--- src/hw/lps_pkg.sv ---
// lps_pkg: offsets, field positions, reset values and cycle counts
// assumes a 200 MHz device clock and an 8-bit register port
package lps_pkg;
    // register offsets on the 8-bit register port
    localparam logic [7:0] ADDR_DBG_MIRROR = 8'hC0;
    localparam logic [7:0] ADDR_DBG_CTRL   = 8'hC1;
    localparam logic [7:0] ADDR_STATUS     = 8'hC4;
    localparam logic [7:0] ADDR_KEY_FIFO   = 8'hC9;
    // field positions of the mirror register
    localparam int MIR_I2C_FAST_BIT  = 0;
    localparam int MIR_SPEEDUP_BIT   = 1;
    localparam int MIR_FAST_LINK_VERIFY_BIT   = 2;
    localparam int MIR_CHKSUM_EN_BIT = 3;
    localparam int MIR_TO_DIS_BIT    = 6;
    // field positions of control and status
    localparam int CTRL_POLICY_BIT  = 0;
    localparam int CTRL_NO_DEC_BIT  = 1;
    localparam int STS_AUTH_COMPLETE_FLAG_BIT   = 0;
    localparam int STS_CHK_ERR_BIT  = 1;
    // values after reset
    localparam logic [7:0] MIRROR_RESET   = 8'h00;
    localparam logic [7:0] CTRL_RESET     = 8'h00;
    localparam logic [7:0] STATUS_RESET   = 8'h00;
    localparam logic [7:0] KEY_FIFO_RESET = 8'h00;
    // clock and times
    localparam longint CLK_PERIOD_NS   = 5;
    localparam longint I2C_TIMEOUT_NS  = 1000000000;
    localparam longint SCL_STD_NS      = 10000;
    localparam longint SCL_FAST_NS     = 2500;
    localparam longint AUTH_TICK_NS    = 1000000;
    // cycle counts, least times rounded up
    localparam int I2C_TIMEOUT_CYC =
        int'((I2C_TIMEOUT_NS + CLK_PERIOD_NS - 1) / CLK_PERIOD_NS);
    localparam int SCL_STD_CYC  = int'((SCL_STD_NS + CLK_PERIOD_NS - 1) / CLK_PERIOD_NS);
    localparam int SCL_FAST_CYC = int'((SCL_FAST_NS + CLK_PERIOD_NS - 1) / CLK_PERIOD_NS);
    localparam int AUTH_TICK_CYC =
        int'((AUTH_TICK_NS + CLK_PERIOD_NS - 1) / CLK_PERIOD_NS);
    localparam int AUTH_SPEEDUP_SHIFT = 4;
    // verification intervals in frames
    localparam int FC_FRAMES_FAST = 2;
    localparam int FC_FRAMES_SLOW = 16;
    localparam int LI_FRAMES_FAST = 16;
    localparam int LI_FRAMES_SLOW = 128;
    localparam int FRAME_CNT_W    = 7;
endpackage : lps_pkg

--- src/hw/lps_line_sum.sv ---
// lps_line_sum: ones-complement sum of one colour channel over a line
// assumes the line checksum arrives after the last pixel of the line
`timescale 1ns/100ps
module lps_line_sum #(
    parameter int W = 8
) (
    // clock and reset
    input  wire logic         mclk,
    input  wire logic         sys_rst,
    // pixel stream
    input  wire logic         pix_valid,
    input  wire logic [W-1:0] pix_byte,
    // received checksum
    input  wire logic         chk_valid,
    input  wire logic [W-1:0] chk_byte,
    // compare result, one-cycle pulse
    output logic              mismatch_ff
);
    logic [W-1:0] sum_ff;
    logic [W-1:0] nxt_sum;
    logic         nxt_mismatch;
    logic [W:0]   raw;

    // end-around carry add, compare and restart at each checksum
    always_comb begin
        raw          = {1'b0, sum_ff} + {1'b0, pix_byte};
        nxt_sum      = sum_ff;
        nxt_mismatch = 1'b0;
        if (chk_valid) begin
            nxt_mismatch = (~sum_ff != chk_byte);
            nxt_sum      = '0;
        end else if (pix_valid) begin
            nxt_sum = raw[W-1:0] + W'(raw[W]);
        end
    end

    // register the running sum
    always_ff @(posedge mclk) begin
        if (sys_rst) begin
            sum_ff      <= '0;
            mismatch_ff <= 1'b0;
        end else begin
            sum_ff      <= nxt_sum;
            mismatch_ff <= nxt_mismatch;
        end
    end
endmodule // lps_line_sum

--- src/hw/lps_debug_status.sv ---
// lps_debug_status: debug, control and status bank of the protection receiver
// assumes remote settings arrive as levels and events as one-cycle pulses
// Behaviour
// - enabled timeout frees bus after 1 s idle
// - timeout-disable bit suppresses the idle timeout
// - transmitter sends per-channel line checksum after line
// - fast verify: frame check 2, integrity 16
// - slow verify: frame check 16, integrity 128
// - speed-up bit accelerates authentication timers
// - fast bit picks fast or standard timing
// - mirror register read-only, copies remote settings
// - no-decrypt passes encrypted pixels to outputs
// - policy 1: leave enabled downstream protection alone
// - policy 0: re-enable downstream at each start
// - checksum mismatch sets error flag when enabled
// - any write to status clears error
// - successful authentication sets authenticated flag
// - loss or restart clears authenticated flag
`timescale 1ns/100ps
module lps_debug_status #(
    parameter int TIMEOUT_CYC   = lps_pkg::I2C_TIMEOUT_CYC,
    parameter int AUTH_TICK_CYC = lps_pkg::AUTH_TICK_CYC
) (
    // clock and reset
    input  wire logic        mclk,
    input  wire logic        sys_rst,
    // register port
    input  wire logic [7:0]  reg_addr,
    input  wire logic [7:0]  reg_wdata,
    input  wire logic        reg_wr,
    input  wire logic        reg_rd,
    output logic [7:0]       reg_rdata_ff,
    // settings copied from the remote transmitter
    input  wire logic        mir_i2c_timeout_disable,
    input  wire logic        mir_line_checksum_enable,
    input  wire logic        mir_fast_link_verify,
    input  wire logic        mir_auth_timer_speedup,
    input  wire logic        mir_i2c_fast_timing,
    // protection i2c controller
    input  wire logic        i2c_activity,
    output logic             i2c_idle_free_ff,
    output logic             i2c_bit_tick_ff,
    // authentication
    input  wire logic        frame_start,
    input  wire logic        auth_start,
    input  wire logic        auth_ok,
    input  wire logic        auth_lost,
    input  wire logic        downstream_prot_on,
    output logic             frame_check_tick_ff,
    output logic             link_integrity_tick_ff,
    output logic             auth_timer_tick_ff,
    output logic             downstream_enable_ff,
    // pixel path
    input  wire logic        pix_valid,
    input  wire logic [23:0] enc_rgb,
    input  wire logic [23:0] dec_rgb,
    input  wire logic        chk_valid,
    input  wire logic [23:0] chk_rgb,
    output logic [23:0]      rgb_out_ff,
    output logic             rgb_valid_ff,
    // key list data port
    output logic [7:0]       key_fifo_data_ff,
    output logic             key_fifo_wr_ff
);
    // refuse counts the dividers cannot serve
    if (TIMEOUT_CYC < 2 || AUTH_TICK_CYC < (2 << lps_pkg::AUTH_SPEEDUP_SHIFT)) begin : g_chk
        $error("lps_debug_status: count parameters too small");
    end

    // ---- register bank ----
    logic [7:0] mirror_ff, nxt_mirror;
    logic [7:0] ctrl_ff, nxt_ctrl;
    logic [7:0] nxt_rdata, nxt_key_data;
    logic       nxt_key_wr;
    logic       auth_complete_flag_ff, nxt_auth_complete_flag;
    logic       chk_err_ff, nxt_chk_err;
    logic       sts_wr;
    logic [2:0] mismatch;
    logic       any_mismatch;

    assign sts_wr       = reg_wr && (reg_addr == lps_pkg::ADDR_STATUS);
    assign any_mismatch = |mismatch && mirror_ff[lps_pkg::MIR_CHKSUM_EN_BIT];

    // mirror copy, control writes, status flags and read data
    always_comb begin
        nxt_mirror = lps_pkg::MIRROR_RESET; // reserved bits read zero
        nxt_mirror[lps_pkg::MIR_I2C_FAST_BIT]  = mir_i2c_fast_timing;
        nxt_mirror[lps_pkg::MIR_SPEEDUP_BIT]   = mir_auth_timer_speedup;
        nxt_mirror[lps_pkg::MIR_FAST_LINK_VERIFY_BIT]   = mir_fast_link_verify;
        nxt_mirror[lps_pkg::MIR_CHKSUM_EN_BIT] = mir_line_checksum_enable;
        nxt_mirror[lps_pkg::MIR_TO_DIS_BIT]    = mir_i2c_timeout_disable;
        nxt_ctrl     = ctrl_ff;
        nxt_key_data = key_fifo_data_ff;
        nxt_key_wr   = 1'b0;
        if (reg_wr && reg_addr == lps_pkg::ADDR_DBG_CTRL) begin
            nxt_ctrl = 8'h00;
            nxt_ctrl[lps_pkg::CTRL_POLICY_BIT] = reg_wdata[lps_pkg::CTRL_POLICY_BIT];
            nxt_ctrl[lps_pkg::CTRL_NO_DEC_BIT] = reg_wdata[lps_pkg::CTRL_NO_DEC_BIT];
        end
        if (reg_wr && reg_addr == lps_pkg::ADDR_KEY_FIFO) begin
            nxt_key_data = reg_wdata;
            nxt_key_wr   = 1'b1;
        end
        // sticky error: a new mismatch wins over the clearing write
        nxt_chk_err = chk_err_ff;
        if (sts_wr) begin
            nxt_chk_err = 1'b0;
        end
        if (any_mismatch) begin
            nxt_chk_err = 1'b1;
        end
        // authenticated: success wins over a same-cycle loss or restart
        nxt_auth_complete_flag = auth_complete_flag_ff;
        if (auth_lost || auth_start) begin
            nxt_auth_complete_flag = 1'b0;
        end
        if (auth_ok) begin
            nxt_auth_complete_flag = 1'b1;
        end
        nxt_rdata = 8'h00; // unmapped reads return zero
        if (reg_rd) begin
            case (reg_addr)
                lps_pkg::ADDR_DBG_MIRROR: nxt_rdata = mirror_ff;
                lps_pkg::ADDR_DBG_CTRL:   nxt_rdata = ctrl_ff;
                lps_pkg::ADDR_STATUS: begin
                    nxt_rdata[lps_pkg::STS_AUTH_COMPLETE_FLAG_BIT]  = auth_complete_flag_ff;
                    nxt_rdata[lps_pkg::STS_CHK_ERR_BIT] = chk_err_ff;
                end
                lps_pkg::ADDR_KEY_FIFO:   nxt_rdata = key_fifo_data_ff;
                default:                  nxt_rdata = 8'h00;
            endcase
        end
    end

    // register bank flops; writes to the mirror offset are ignored
    always_ff @(posedge mclk) begin
        if (sys_rst) begin
            mirror_ff        <= lps_pkg::MIRROR_RESET;
            ctrl_ff          <= lps_pkg::CTRL_RESET;
            auth_complete_flag_ff        <= lps_pkg::STATUS_RESET[lps_pkg::STS_AUTH_COMPLETE_FLAG_BIT];
            chk_err_ff       <= lps_pkg::STATUS_RESET[lps_pkg::STS_CHK_ERR_BIT];
            key_fifo_data_ff <= lps_pkg::KEY_FIFO_RESET;
            key_fifo_wr_ff   <= 1'b0;
            reg_rdata_ff     <= 8'h00;
        end else begin
            mirror_ff        <= nxt_mirror;
            ctrl_ff          <= nxt_ctrl;
            auth_complete_flag_ff        <= nxt_auth_complete_flag;
            chk_err_ff       <= nxt_chk_err;
            key_fifo_data_ff <= nxt_key_data;
            key_fifo_wr_ff   <= nxt_key_wr;
            reg_rdata_ff     <= nxt_rdata;
        end
    end

    // ---- protection i2c timing ----
    logic [31:0] idle_cnt_ff, nxt_idle_cnt;
    logic [11:0] scl_cnt_ff, nxt_scl_cnt;
    logic [11:0] scl_last;
    logic        nxt_idle_free, nxt_bit_tick;

    // idle timeout and bit-rate divider
    always_comb begin
        nxt_idle_cnt  = idle_cnt_ff;
        nxt_idle_free = i2c_idle_free_ff;
        if (i2c_activity || mirror_ff[lps_pkg::MIR_TO_DIS_BIT]) begin
            nxt_idle_cnt  = 32'h0000_0000;
            nxt_idle_free = 1'b0;
        end else if (idle_cnt_ff >= 32'(TIMEOUT_CYC)) begin
            nxt_idle_free = 1'b1;
        end else begin
            nxt_idle_cnt = idle_cnt_ff + 32'h0000_0001;
        end
        scl_last = mirror_ff[lps_pkg::MIR_I2C_FAST_BIT]
                 ? 12'(lps_pkg::SCL_FAST_CYC - 1)
                 : 12'(lps_pkg::SCL_STD_CYC - 1);
        nxt_bit_tick = 1'b0;
        nxt_scl_cnt  = scl_cnt_ff + 12'h001;
        if (scl_cnt_ff >= scl_last) begin
            nxt_scl_cnt  = 12'h000;
            nxt_bit_tick = 1'b1;
        end
    end

    // i2c timing flops
    always_ff @(posedge mclk) begin
        if (sys_rst) begin
            idle_cnt_ff      <= 32'h0000_0000;
            i2c_idle_free_ff <= 1'b0;
            scl_cnt_ff       <= 12'h000;
            i2c_bit_tick_ff  <= 1'b0;
        end else begin
            idle_cnt_ff      <= nxt_idle_cnt;
            i2c_idle_free_ff <= nxt_idle_free;
            scl_cnt_ff       <= nxt_scl_cnt;
            i2c_bit_tick_ff  <= nxt_bit_tick;
        end
    end

    // ---- authentication timing ----
    logic [lps_pkg::FRAME_CNT_W-1:0] frame_cnt_ff, nxt_frame_cnt;
    logic [lps_pkg::FRAME_CNT_W-1:0] fc_mask, li_mask;
    logic [31:0] auth_cnt_ff, nxt_auth_cnt;
    logic [31:0] auth_last;
    logic        nxt_fc_tick, nxt_li_tick, nxt_auth_tick, nxt_ds_en;

    // frame intervals, timer tick and downstream enable policy
    always_comb begin
        if (mirror_ff[lps_pkg::MIR_FAST_LINK_VERIFY_BIT]) begin
            fc_mask = lps_pkg::FRAME_CNT_W'(lps_pkg::FC_FRAMES_FAST - 1);
            li_mask = lps_pkg::FRAME_CNT_W'(lps_pkg::LI_FRAMES_FAST - 1);
        end else begin
            fc_mask = lps_pkg::FRAME_CNT_W'(lps_pkg::FC_FRAMES_SLOW - 1);
            li_mask = lps_pkg::FRAME_CNT_W'(lps_pkg::LI_FRAMES_SLOW - 1);
        end
        nxt_frame_cnt = frame_cnt_ff;
        nxt_fc_tick   = 1'b0;
        nxt_li_tick   = 1'b0;
        if (auth_start) begin
            nxt_frame_cnt = '0;
        end else if (frame_start) begin
            nxt_frame_cnt = frame_cnt_ff + 1'b1;
            nxt_fc_tick   = (frame_cnt_ff & fc_mask) == fc_mask;
            nxt_li_tick   = (frame_cnt_ff & li_mask) == li_mask;
        end
        auth_last = mirror_ff[lps_pkg::MIR_SPEEDUP_BIT]
                  ? 32'(AUTH_TICK_CYC >> lps_pkg::AUTH_SPEEDUP_SHIFT) - 32'h0000_0001
                  : 32'(AUTH_TICK_CYC) - 32'h0000_0001;
        nxt_auth_tick = 1'b0;
        nxt_auth_cnt  = auth_cnt_ff + 32'h0000_0001;
        if (auth_cnt_ff >= auth_last) begin
            nxt_auth_cnt  = 32'h0000_0000;
            nxt_auth_tick = 1'b1;
        end
        // policy 1 skips transmitters that already report protection on
        nxt_ds_en = auth_start &&
                    !(ctrl_ff[lps_pkg::CTRL_POLICY_BIT] && downstream_prot_on);
    end

    // authentication timing flops
    always_ff @(posedge mclk) begin
        if (sys_rst) begin
            frame_cnt_ff           <= '0;
            frame_check_tick_ff    <= 1'b0;
            link_integrity_tick_ff <= 1'b0;
            auth_cnt_ff            <= 32'h0000_0000;
            auth_timer_tick_ff     <= 1'b0;
            downstream_enable_ff   <= 1'b0;
        end else begin
            frame_cnt_ff           <= nxt_frame_cnt;
            frame_check_tick_ff    <= nxt_fc_tick;
            link_integrity_tick_ff <= nxt_li_tick;
            auth_cnt_ff            <= nxt_auth_cnt;
            auth_timer_tick_ff     <= nxt_auth_tick;
            downstream_enable_ff   <= nxt_ds_en;
        end
    end

    // ---- pixel path and line checksum ----
    logic [23:0] nxt_rgb;

    // one accumulator per colour channel, fed with encrypted link data
    for (genvar ch = 0; ch < 3; ch++) begin : g_sum
        lps_line_sum #(
            .W (8)
        ) u_sum (
            .mclk        (mclk),
            .sys_rst     (sys_rst),
            .pix_valid   (pix_valid),
            .pix_byte    (enc_rgb[ch*8 +: 8]),
            .chk_valid   (chk_valid),
            .chk_byte    (chk_rgb[ch*8 +: 8]),
            .mismatch_ff (mismatch[ch])
        );
    end

    // output select between decrypted and raw pixels
    always_comb begin
        nxt_rgb = rgb_out_ff;
        if (pix_valid) begin
            nxt_rgb = ctrl_ff[lps_pkg::CTRL_NO_DEC_BIT] ? enc_rgb : dec_rgb;
        end
    end

    // pixel flops
    always_ff @(posedge mclk) begin
        if (sys_rst) begin
            rgb_out_ff   <= 24'h000000;
            rgb_valid_ff <= 1'b0;
        end else begin
            rgb_out_ff   <= nxt_rgb;
            rgb_valid_ff <= pix_valid;
        end
    end
endmodule // lps_debug_status

--- config.mk ---
export PLATFORM = sky130hd
export DESIGN_NAME = lps_debug_status
export DESIGN_NICKNAME = d
export VERILOG_FILES = /design/src/hw/lps_pkg.sv /design/src/hw/lps_line_sum.sv /design/src/hw/lps_debug_status.sv
export SDC_FILE = /design/constraint.sdc
export NUM_CORES = 1
export LEC_CHECK = 0
export ABC_CLOCK_PERIOD_IN_PS = 3200
export BUFFER_PORTS_ARGS = -buffer_cell sky130_fd_sc_hd__buf_2
export CAP_MARGIN = 20
export CORE_UTILIZATION = 52
export CTS_BUF_LIST = sky130_fd_sc_hd__clkbuf_8
export DETAILED_ROUTE_END_ITERATION = 6
export PLACE_DENSITY = 0.88
export SLEW_MARGIN = 20
export SYNTH_ARGS = -nofsm -noshare
export SYNTH_HDL_FRONTEND = slang
export SYNTH_SLANG_ARGS = --single-unit
--- constraint.sdc ---
create_clock -name mclk -period 3.2 [get_ports mclk]
set_clock_uncertainty 0.2 [all_clocks]
set_input_delay 0.16 -clock mclk [delete_from_list [all_inputs] [get_ports mclk]]
set_output_delay 0.16 -clock mclk [all_outputs]
set_load 0.005 [all_outputs]
== Word level (Yosys, flattened, before mapping) ==
Index checks and enable logic that the tools add are counted.
Storage, ports and cells
  flip-flop bits (word level): 170
  bits in latches: 0
  bits in writable memories: 0
  ROM bits: 0
  word-level logic and storage cells: 90
  memories: 0
Cells by class
  add/subtract/negate cells: 10
  multipliers: 0
  div/mod/pow operators: 0
  $lt $le $gt $ge: 3
  equality and inequality tests: 9
  shifts and indexed selects: 0
  multiplexer cells: 14
  bitwise operators: 8
  reductions and logical operators: 20
Operators by type and width (count)
  32-bit by 1-bit adder with 32-bit output, second input constant: 2
  8-bit == test, second input constant: 4
  32-bit by 18-bit >= comparator with 1-bit output: 1
  32-bit by 28-bit >= comparator with 1-bit output, second input constant: 1
  8-bit by 8-bit adder with 9-bit output: 3
  8-bit by 1-bit adder with 8-bit output: 3
  24-bit two-way mux: 1
  8-bit != test: 3
  8-bit NOT: 3
  18-bit two-way mux: 1
  7-bit AND: 2
  7-bit == test: 2
  2-bit OR reduction: 7
  12-bit by 1-bit adder with 12-bit output, second input constant: 1
  12-bit by 11-bit >= comparator with 1-bit output: 1
  6-bit case mux with 2 select lines: 1
  11-bit two-way mux: 1
  2-bit case mux with 4 select lines: 1
  7-bit by 1-bit adder with 7-bit output, second input constant: 1
  1-bit two-way mux: 7
  7-bit two-way mux: 1
  1-bit logical AND: 6
  3-bit OR reduction: 2
  4-bit two-way mux: 1
  other kinds (4): 8

== Logic depth before layout (Yosys ltp) ==
  depth in word-level cells: 4
  mapped depth: 14

== Cells and area by module ==
Synthesis repeated with hierarchy kept, for this count alone.
Second synthesis, totals
  cells, all modules: 983
  area, all modules: 8816.0 um2
Modules (own cells, without submodules)
  lps_debug_status: instances 1, cells an instance 659, area an instance 6139.6 um2
  lps_line_sum: instances 3, cells an instance 108, area an instance 892.1 um2

== Worst setup path after synthesis ==
No wires, ideal clock.
  path type: register to register
  from: register g_sum[0].u_sum.sum_ff[0]
  to: register g_sum[0].u_sum.sum_ff[7]
  library setup time: 0.133 ns
  data arrival time: 2.785 ns
  required time: 2.867 ns
  path slack: 0.083 ns
  stages on the path, launching flop included: 14
  path buffers: 0
  period minus slack after synthesis: 3.117 ns
  cell sequence: dfxtp_1 ha_1 fa_1 a211o_1 a211o_1 and2_1 o21ai_0 nand2b_1 ha_1 and3_1 and3_1 and4b_1 xnor3_1 a21oi_1
On the way
  word-level cells in the longest chain between the ends: 2
Ends and longest elaborated chain
  start: declaration: RTL line lps_line_sum.sv:19  | logic [W-1:0] sum_ff;
  start signal: assignment: RTL line lps_line_sum.sv:43  | sum_ff <= nxt_sum;
  8-bit by 8-bit adder with 9-bit output: RTL line lps_line_sum.sv:26  | raw = {1'b0, sum_ff} + {1'b0, pix_byte};
  8-bit by 1-bit adder with 8-bit output: RTL line lps_line_sum.sv:33  | nxt_sum = raw[W-1:0] + W'(raw[W]);
No other way between the ends.
A chain may end at the register's enable or synchronous reset.

== Final worst setup path ==
Same ends and word-level chain as after synthesis.

==> qor.json <==
{
  "route": {
    "drt-initial-drc-count": 514,
    "route.vias.total": 8137,
    "firstDrtPassIters": 7,
    "drc_errors": 0,
    "routedWlPerCell_um": 16.6,
    "drt.antenna.violating_nets": 0,
    "routed_via_density": 5.67,
    "route.final.wire_length_mm": 23.9
  },
  "power": {
    "power.density_cell_area_mw_per_mm2": 398,
    "irDropWorstVdd_mv": 0.319,
    "total_power_uw": 4390,
    "static-leakage-power_uw": 0.00461
  },
  "grt": {
    "grt_first_pass_wirelength_mm": 37.3,
    "groute.usage.overall_pct": 28.2,
    "grt_start_max_net_pins": 49,
    "first_global_vias": 7922,
    "number_of_antenna_violations_at_the_first_check_in_global_routing": 0,
    "grt-ovfl-total": 0
  },
  "critical_path": {
    "cp_depth": 13,
    "critical_path.max_fanout": 2,
    "timing.critical_path.max_delay_family": "compound AO/OA/AOI/OAI gates",
    "timing.setup.critical_path_class": "flip-flop to flip-flop",
    "timing.critical_path.cells": "ha_4 -> fa_2 -> a211o_1 -> a211o_1 -> and2_4 -> o21ai_2 -> nand2b_1 -> ha_2 -> and3_4 -> and3_4 -> and4b_1 -> xnor3_1 -> a21oi_1",
    "ff2ff_path_depth": 13,
    "crit_path_arrival_time_ps": 3300,
    "setup.reg_to_reg.worst_slack_ps": 30,
    "crit_path_end_kind": "flip-flop",
    "worstReg2RegStart": "g_sum[0].u_sum.sum_ff[0]",
    "critical-path-slowest-cell": "sky130_fd_sc_hd__fa_2",
    "critical_path.max_stage_delay_ps": 400,
    "worst_r2r_endpoint": "g_sum[0].u_sum.sum_ff[7]",
    "critPathLaunchType": "flip-flop",
    "critPathRequiredTime_ps": 3330,
    "worstPathBufferInverterCount": 0
  },
  "timing": {
    "final-hold-violation-count": 0,
    "worst_slew_margin_rel_pct": 42.9,
    "maxClockFrequency_ghz": 0.315,
    "slew_violations": 0,
    "fin_tns_setup_ps": 0,
    "max_slew.worst_pin.slew_ps": 852,
    "post-route-min-period_ps": 3170,
    "layout_worst_path_cycle_share_pct": 99.1,
    "setup_viol": 0,
    "grt_setup_unrepaired": "true"
  },
  "clocking": {
    "cts_buffers": 17,
    "clkSlewWorstSetupHoldPaths_ps": 90,
    "cts.sinks": 167,
    "worst_skew_pair.late_latency_ps": 450,
    "htreeDepth": 4,
    "clock_tree.buffer_depth": 2,
    "cts_root_buf": "sky130_fd_sc_hd__clkbuf_8",
    "tritoncts": "done"
  },
  "synthesis": {
    "library_cell_with_the_largest_summed_area_after_synthesis": "sky130_fd_sc_hd__dfxtp_1",
    "primary_ff_master_synth": "sky130_fd_sc_hd__dfxtp_1",
    "post_synth_num_cell_types": 61,
    "seq_area_frac_synth_pct": 39.4,
    "syn_inst": 945,
    "syn_avg_cell_area_um2": 8.99,
    "async_flop_share_pct": 0,
    "synthTopCellsByArea": "sky130_fd_sc_hd__dfxtp_1 (39%), sky130_fd_sc_hd__ha_1 (7.8%), sky130_fd_sc_hd__nor2_1 (5.6%)",
    "synth.cell_area_mm2": 0.00849,
    "synth.top_cell.area_share_pct": 39.4,
    "postSynthRegisterBits": 167,
    "yosysWarningCount": 0,
    "synth-edff-count": 0
  },
  "min_path": {
    "worst_hold_start": "enc_rgb[23]",
    "worst_hold_path.num_cells": 3,
    "hold_path_class": "input port to flip-flop",
    "hold_path_end": "rgb_out_ff[23]"
  },
  "run_status": {
    "run_status": "complete, no violations"
  },
  "floorplanning": {
    "core_area_mm2": 0.0159,
    "die_w_um": 130,
    "initial_utilization_pct": 53.3,
    "placementRows": 46,
    "fp.dieArea_mm2": 0.0168,
    "floorplan.die.height_um": 130,
    "design.portCount": 153
  },
  "final_layout": {
    "post_layout_nonfiller_instances": 1434,
    "finish.utilization_pct": 69.1,
    "area_delta_synth_final_pct": 29.7,
    "final_area_mm2": 0.0110,
    "num-nets-final": 1367,
    "mostFrequentLayoutCell": "sky130_fd_sc_hd__dfxtp_1",
    "num_antenna_cells": 0,
    "layout_common_cells": "sky130_fd_sc_hd__dfxtp_1 (165), sky130_fd_sc_hd__buf_2 (152), sky130_fd_sc_hd__nor2_1 (126), sky130_fd_sc_hd__dlygate4sd3_1 (97), sky130_fd_sc_hd__nand2_1 (56)",
    "filler_cell_count": 1151,
    "drive_gt1_share_pct": 19.5
  },
  "placement": {
    "place_congestion": 0.932,
    "post_dp_cell_area_mm2": 0.00952,
    "dp_hpwl_mm": 14.4,
    "number_of_buffers_inserted_by_port_buffering": 152,
    "place.detailed.instances": 1302
  },
  "flow_run": {
    "max_cap_violations": 0
  }
}
==> area by class of cell <==
class | count | area, um2 | area share [%]
Multi-Input combinational cell | 737 | 5060 | 46.0
Sequential cell | 167 | 3350 | 30.4
Timing Repair Buffer | 267 | 1880 | 17.1
Tap cell | 216 | 270 | 2.45
Clock buffer | 19 | 262 | 2.37
Clock inverter | 12 | 138 | 1.25
Inverter | 16 | 60.1 | 0.545
==> through the flow <==
stage               setup slack (ps)  hold slack (ps)
floorplan                       82.7             77.4
global placement                94.2              169
detailed placement             -35.8              172
CTS                             11.6             11.0
global route                   -76.5             35.4
finish                          28.7             32.1
==> routing by layer <==
layer	track usage, %	up-vias	wire length (um)
li1	-	3900	-
met3	6.52	93	1490
met1	31.3	3801	9400
met5	0	-	0
met2	51.1	343	12000
met4	13.1	0	1020
==> worst max-delay path by stage <==
stage	start	endpoint	slack (ps)
finish	g_sum[0].u_sum.sum_ff[0]	g_sum[0].u_sum.sum_ff[7]	30
floorplan	g_sum[0].u_sum.sum_ff[0]	g_sum[0].u_sum.sum_ff[7]	80
detailed placement	g_sum[0].u_sum.sum_ff[0]	g_sum[0].u_sum.sum_ff[7]	-40
CTS	g_sum[0].u_sum.sum_ff[0]	g_sum[0].u_sum.sum_ff[7]	10
global route	g_sum[0].u_sum.sum_ff[0]	g_sum[0].u_sum.sum_ff[7]	-80
global placement	g_sum[0].u_sum.sum_ff[0]	g_sum[0].u_sum.sum_ff[7]	90
==> timing repair <==
| item | in CTS | in global routing |
|---|---|---|
| resized for setup | 2 | 23 |
| endpoints found under the hold margin | 69 | 0 |
| pin swaps | 0 | 14 |
| hold buffers | 97 | 0 |
| gates cloned | 0 | 0 |
| setup buffers | 0 | 4 |
| setup endpoints to repair | 2 | 17 |
==> worst reg2reg max path, cell delays in order, from the launching register on <==
cell                       delay (ps)
sky130_fd_sc_hd__dfxtp_2          350
sky130_fd_sc_hd__ha_4             160
sky130_fd_sc_hd__fa_2             400
sky130_fd_sc_hd__a211o_1          330
sky130_fd_sc_hd__a211o_1          330
sky130_fd_sc_hd__and2_4           150
sky130_fd_sc_hd__o21ai_2          130
sky130_fd_sc_hd__nand2b_1          80
sky130_fd_sc_hd__ha_2             190
sky130_fd_sc_hd__and3_4           150
sky130_fd_sc_hd__and3_4           170
sky130_fd_sc_hd__and4b_1          170
sky130_fd_sc_hd__xnor3_1          190
sky130_fd_sc_hd__a21oi_1           50
==> state kept, by name, summed over array words and instances (netlist names), 3 cells and up <==
| signal | count |
|---|---|
| key_fifo_data_ff | 8 |
| auth_cnt_ff | 32 |
| rgb_out_ff | 24 |
| g_sum.u_sum.sum_ff | 24 |
| scl_cnt_ff | 12 |
| idle_cnt_ff | 32 |
| g_sum.u_sum.mismatch_ff | 3 |
| mirror_ff | 5 |
| reg_rdata_ff | 8 |
| frame_cnt_ff | 7 |
==> report_power, final <==
| group | total (uW) | internal [uW] | switching, uW |
|---|---|---|---|
| clock | 1540 | 797 | 745 |
| sequential | 2180 | 2140 | 45.6 |
| combinational | 663 | 327 | 336 |
==> cell families after synthesis <==
family | Yosys count | synth area share, %
other | 1 | 0.0442
buffers and inverters | 53 | 2.65
AOI/OAI and AO/OA | 189 | 14.5
xor gates and xnor gates | 82 | 8.96
adders and majority gates | 56 | 8.52
DFF | 167 | 39.4
and+or+nand+nor | 356 | 21.1
muxes | 41 | 4.83
==> Yosys cell counts (all sizes together), types with 6 or more instances <==
library cell	number
nand2	57
xnor2	50
nor2	126
dfxtp	167
and2	16
a211oi	43
or4	7
a21oi	46
or3	17
and3	19
buf	8
o31ai	7
o21a	7
o211ai	10
o21ai	37
nand3	33
or2	6
ha	53
nand4	15
inv	16
nor3	18
xor2	29
nor4	15
nor2b	8
clkbuf	28
a21o	10
mux2i	41
Power figures use the tool's default switching activity.
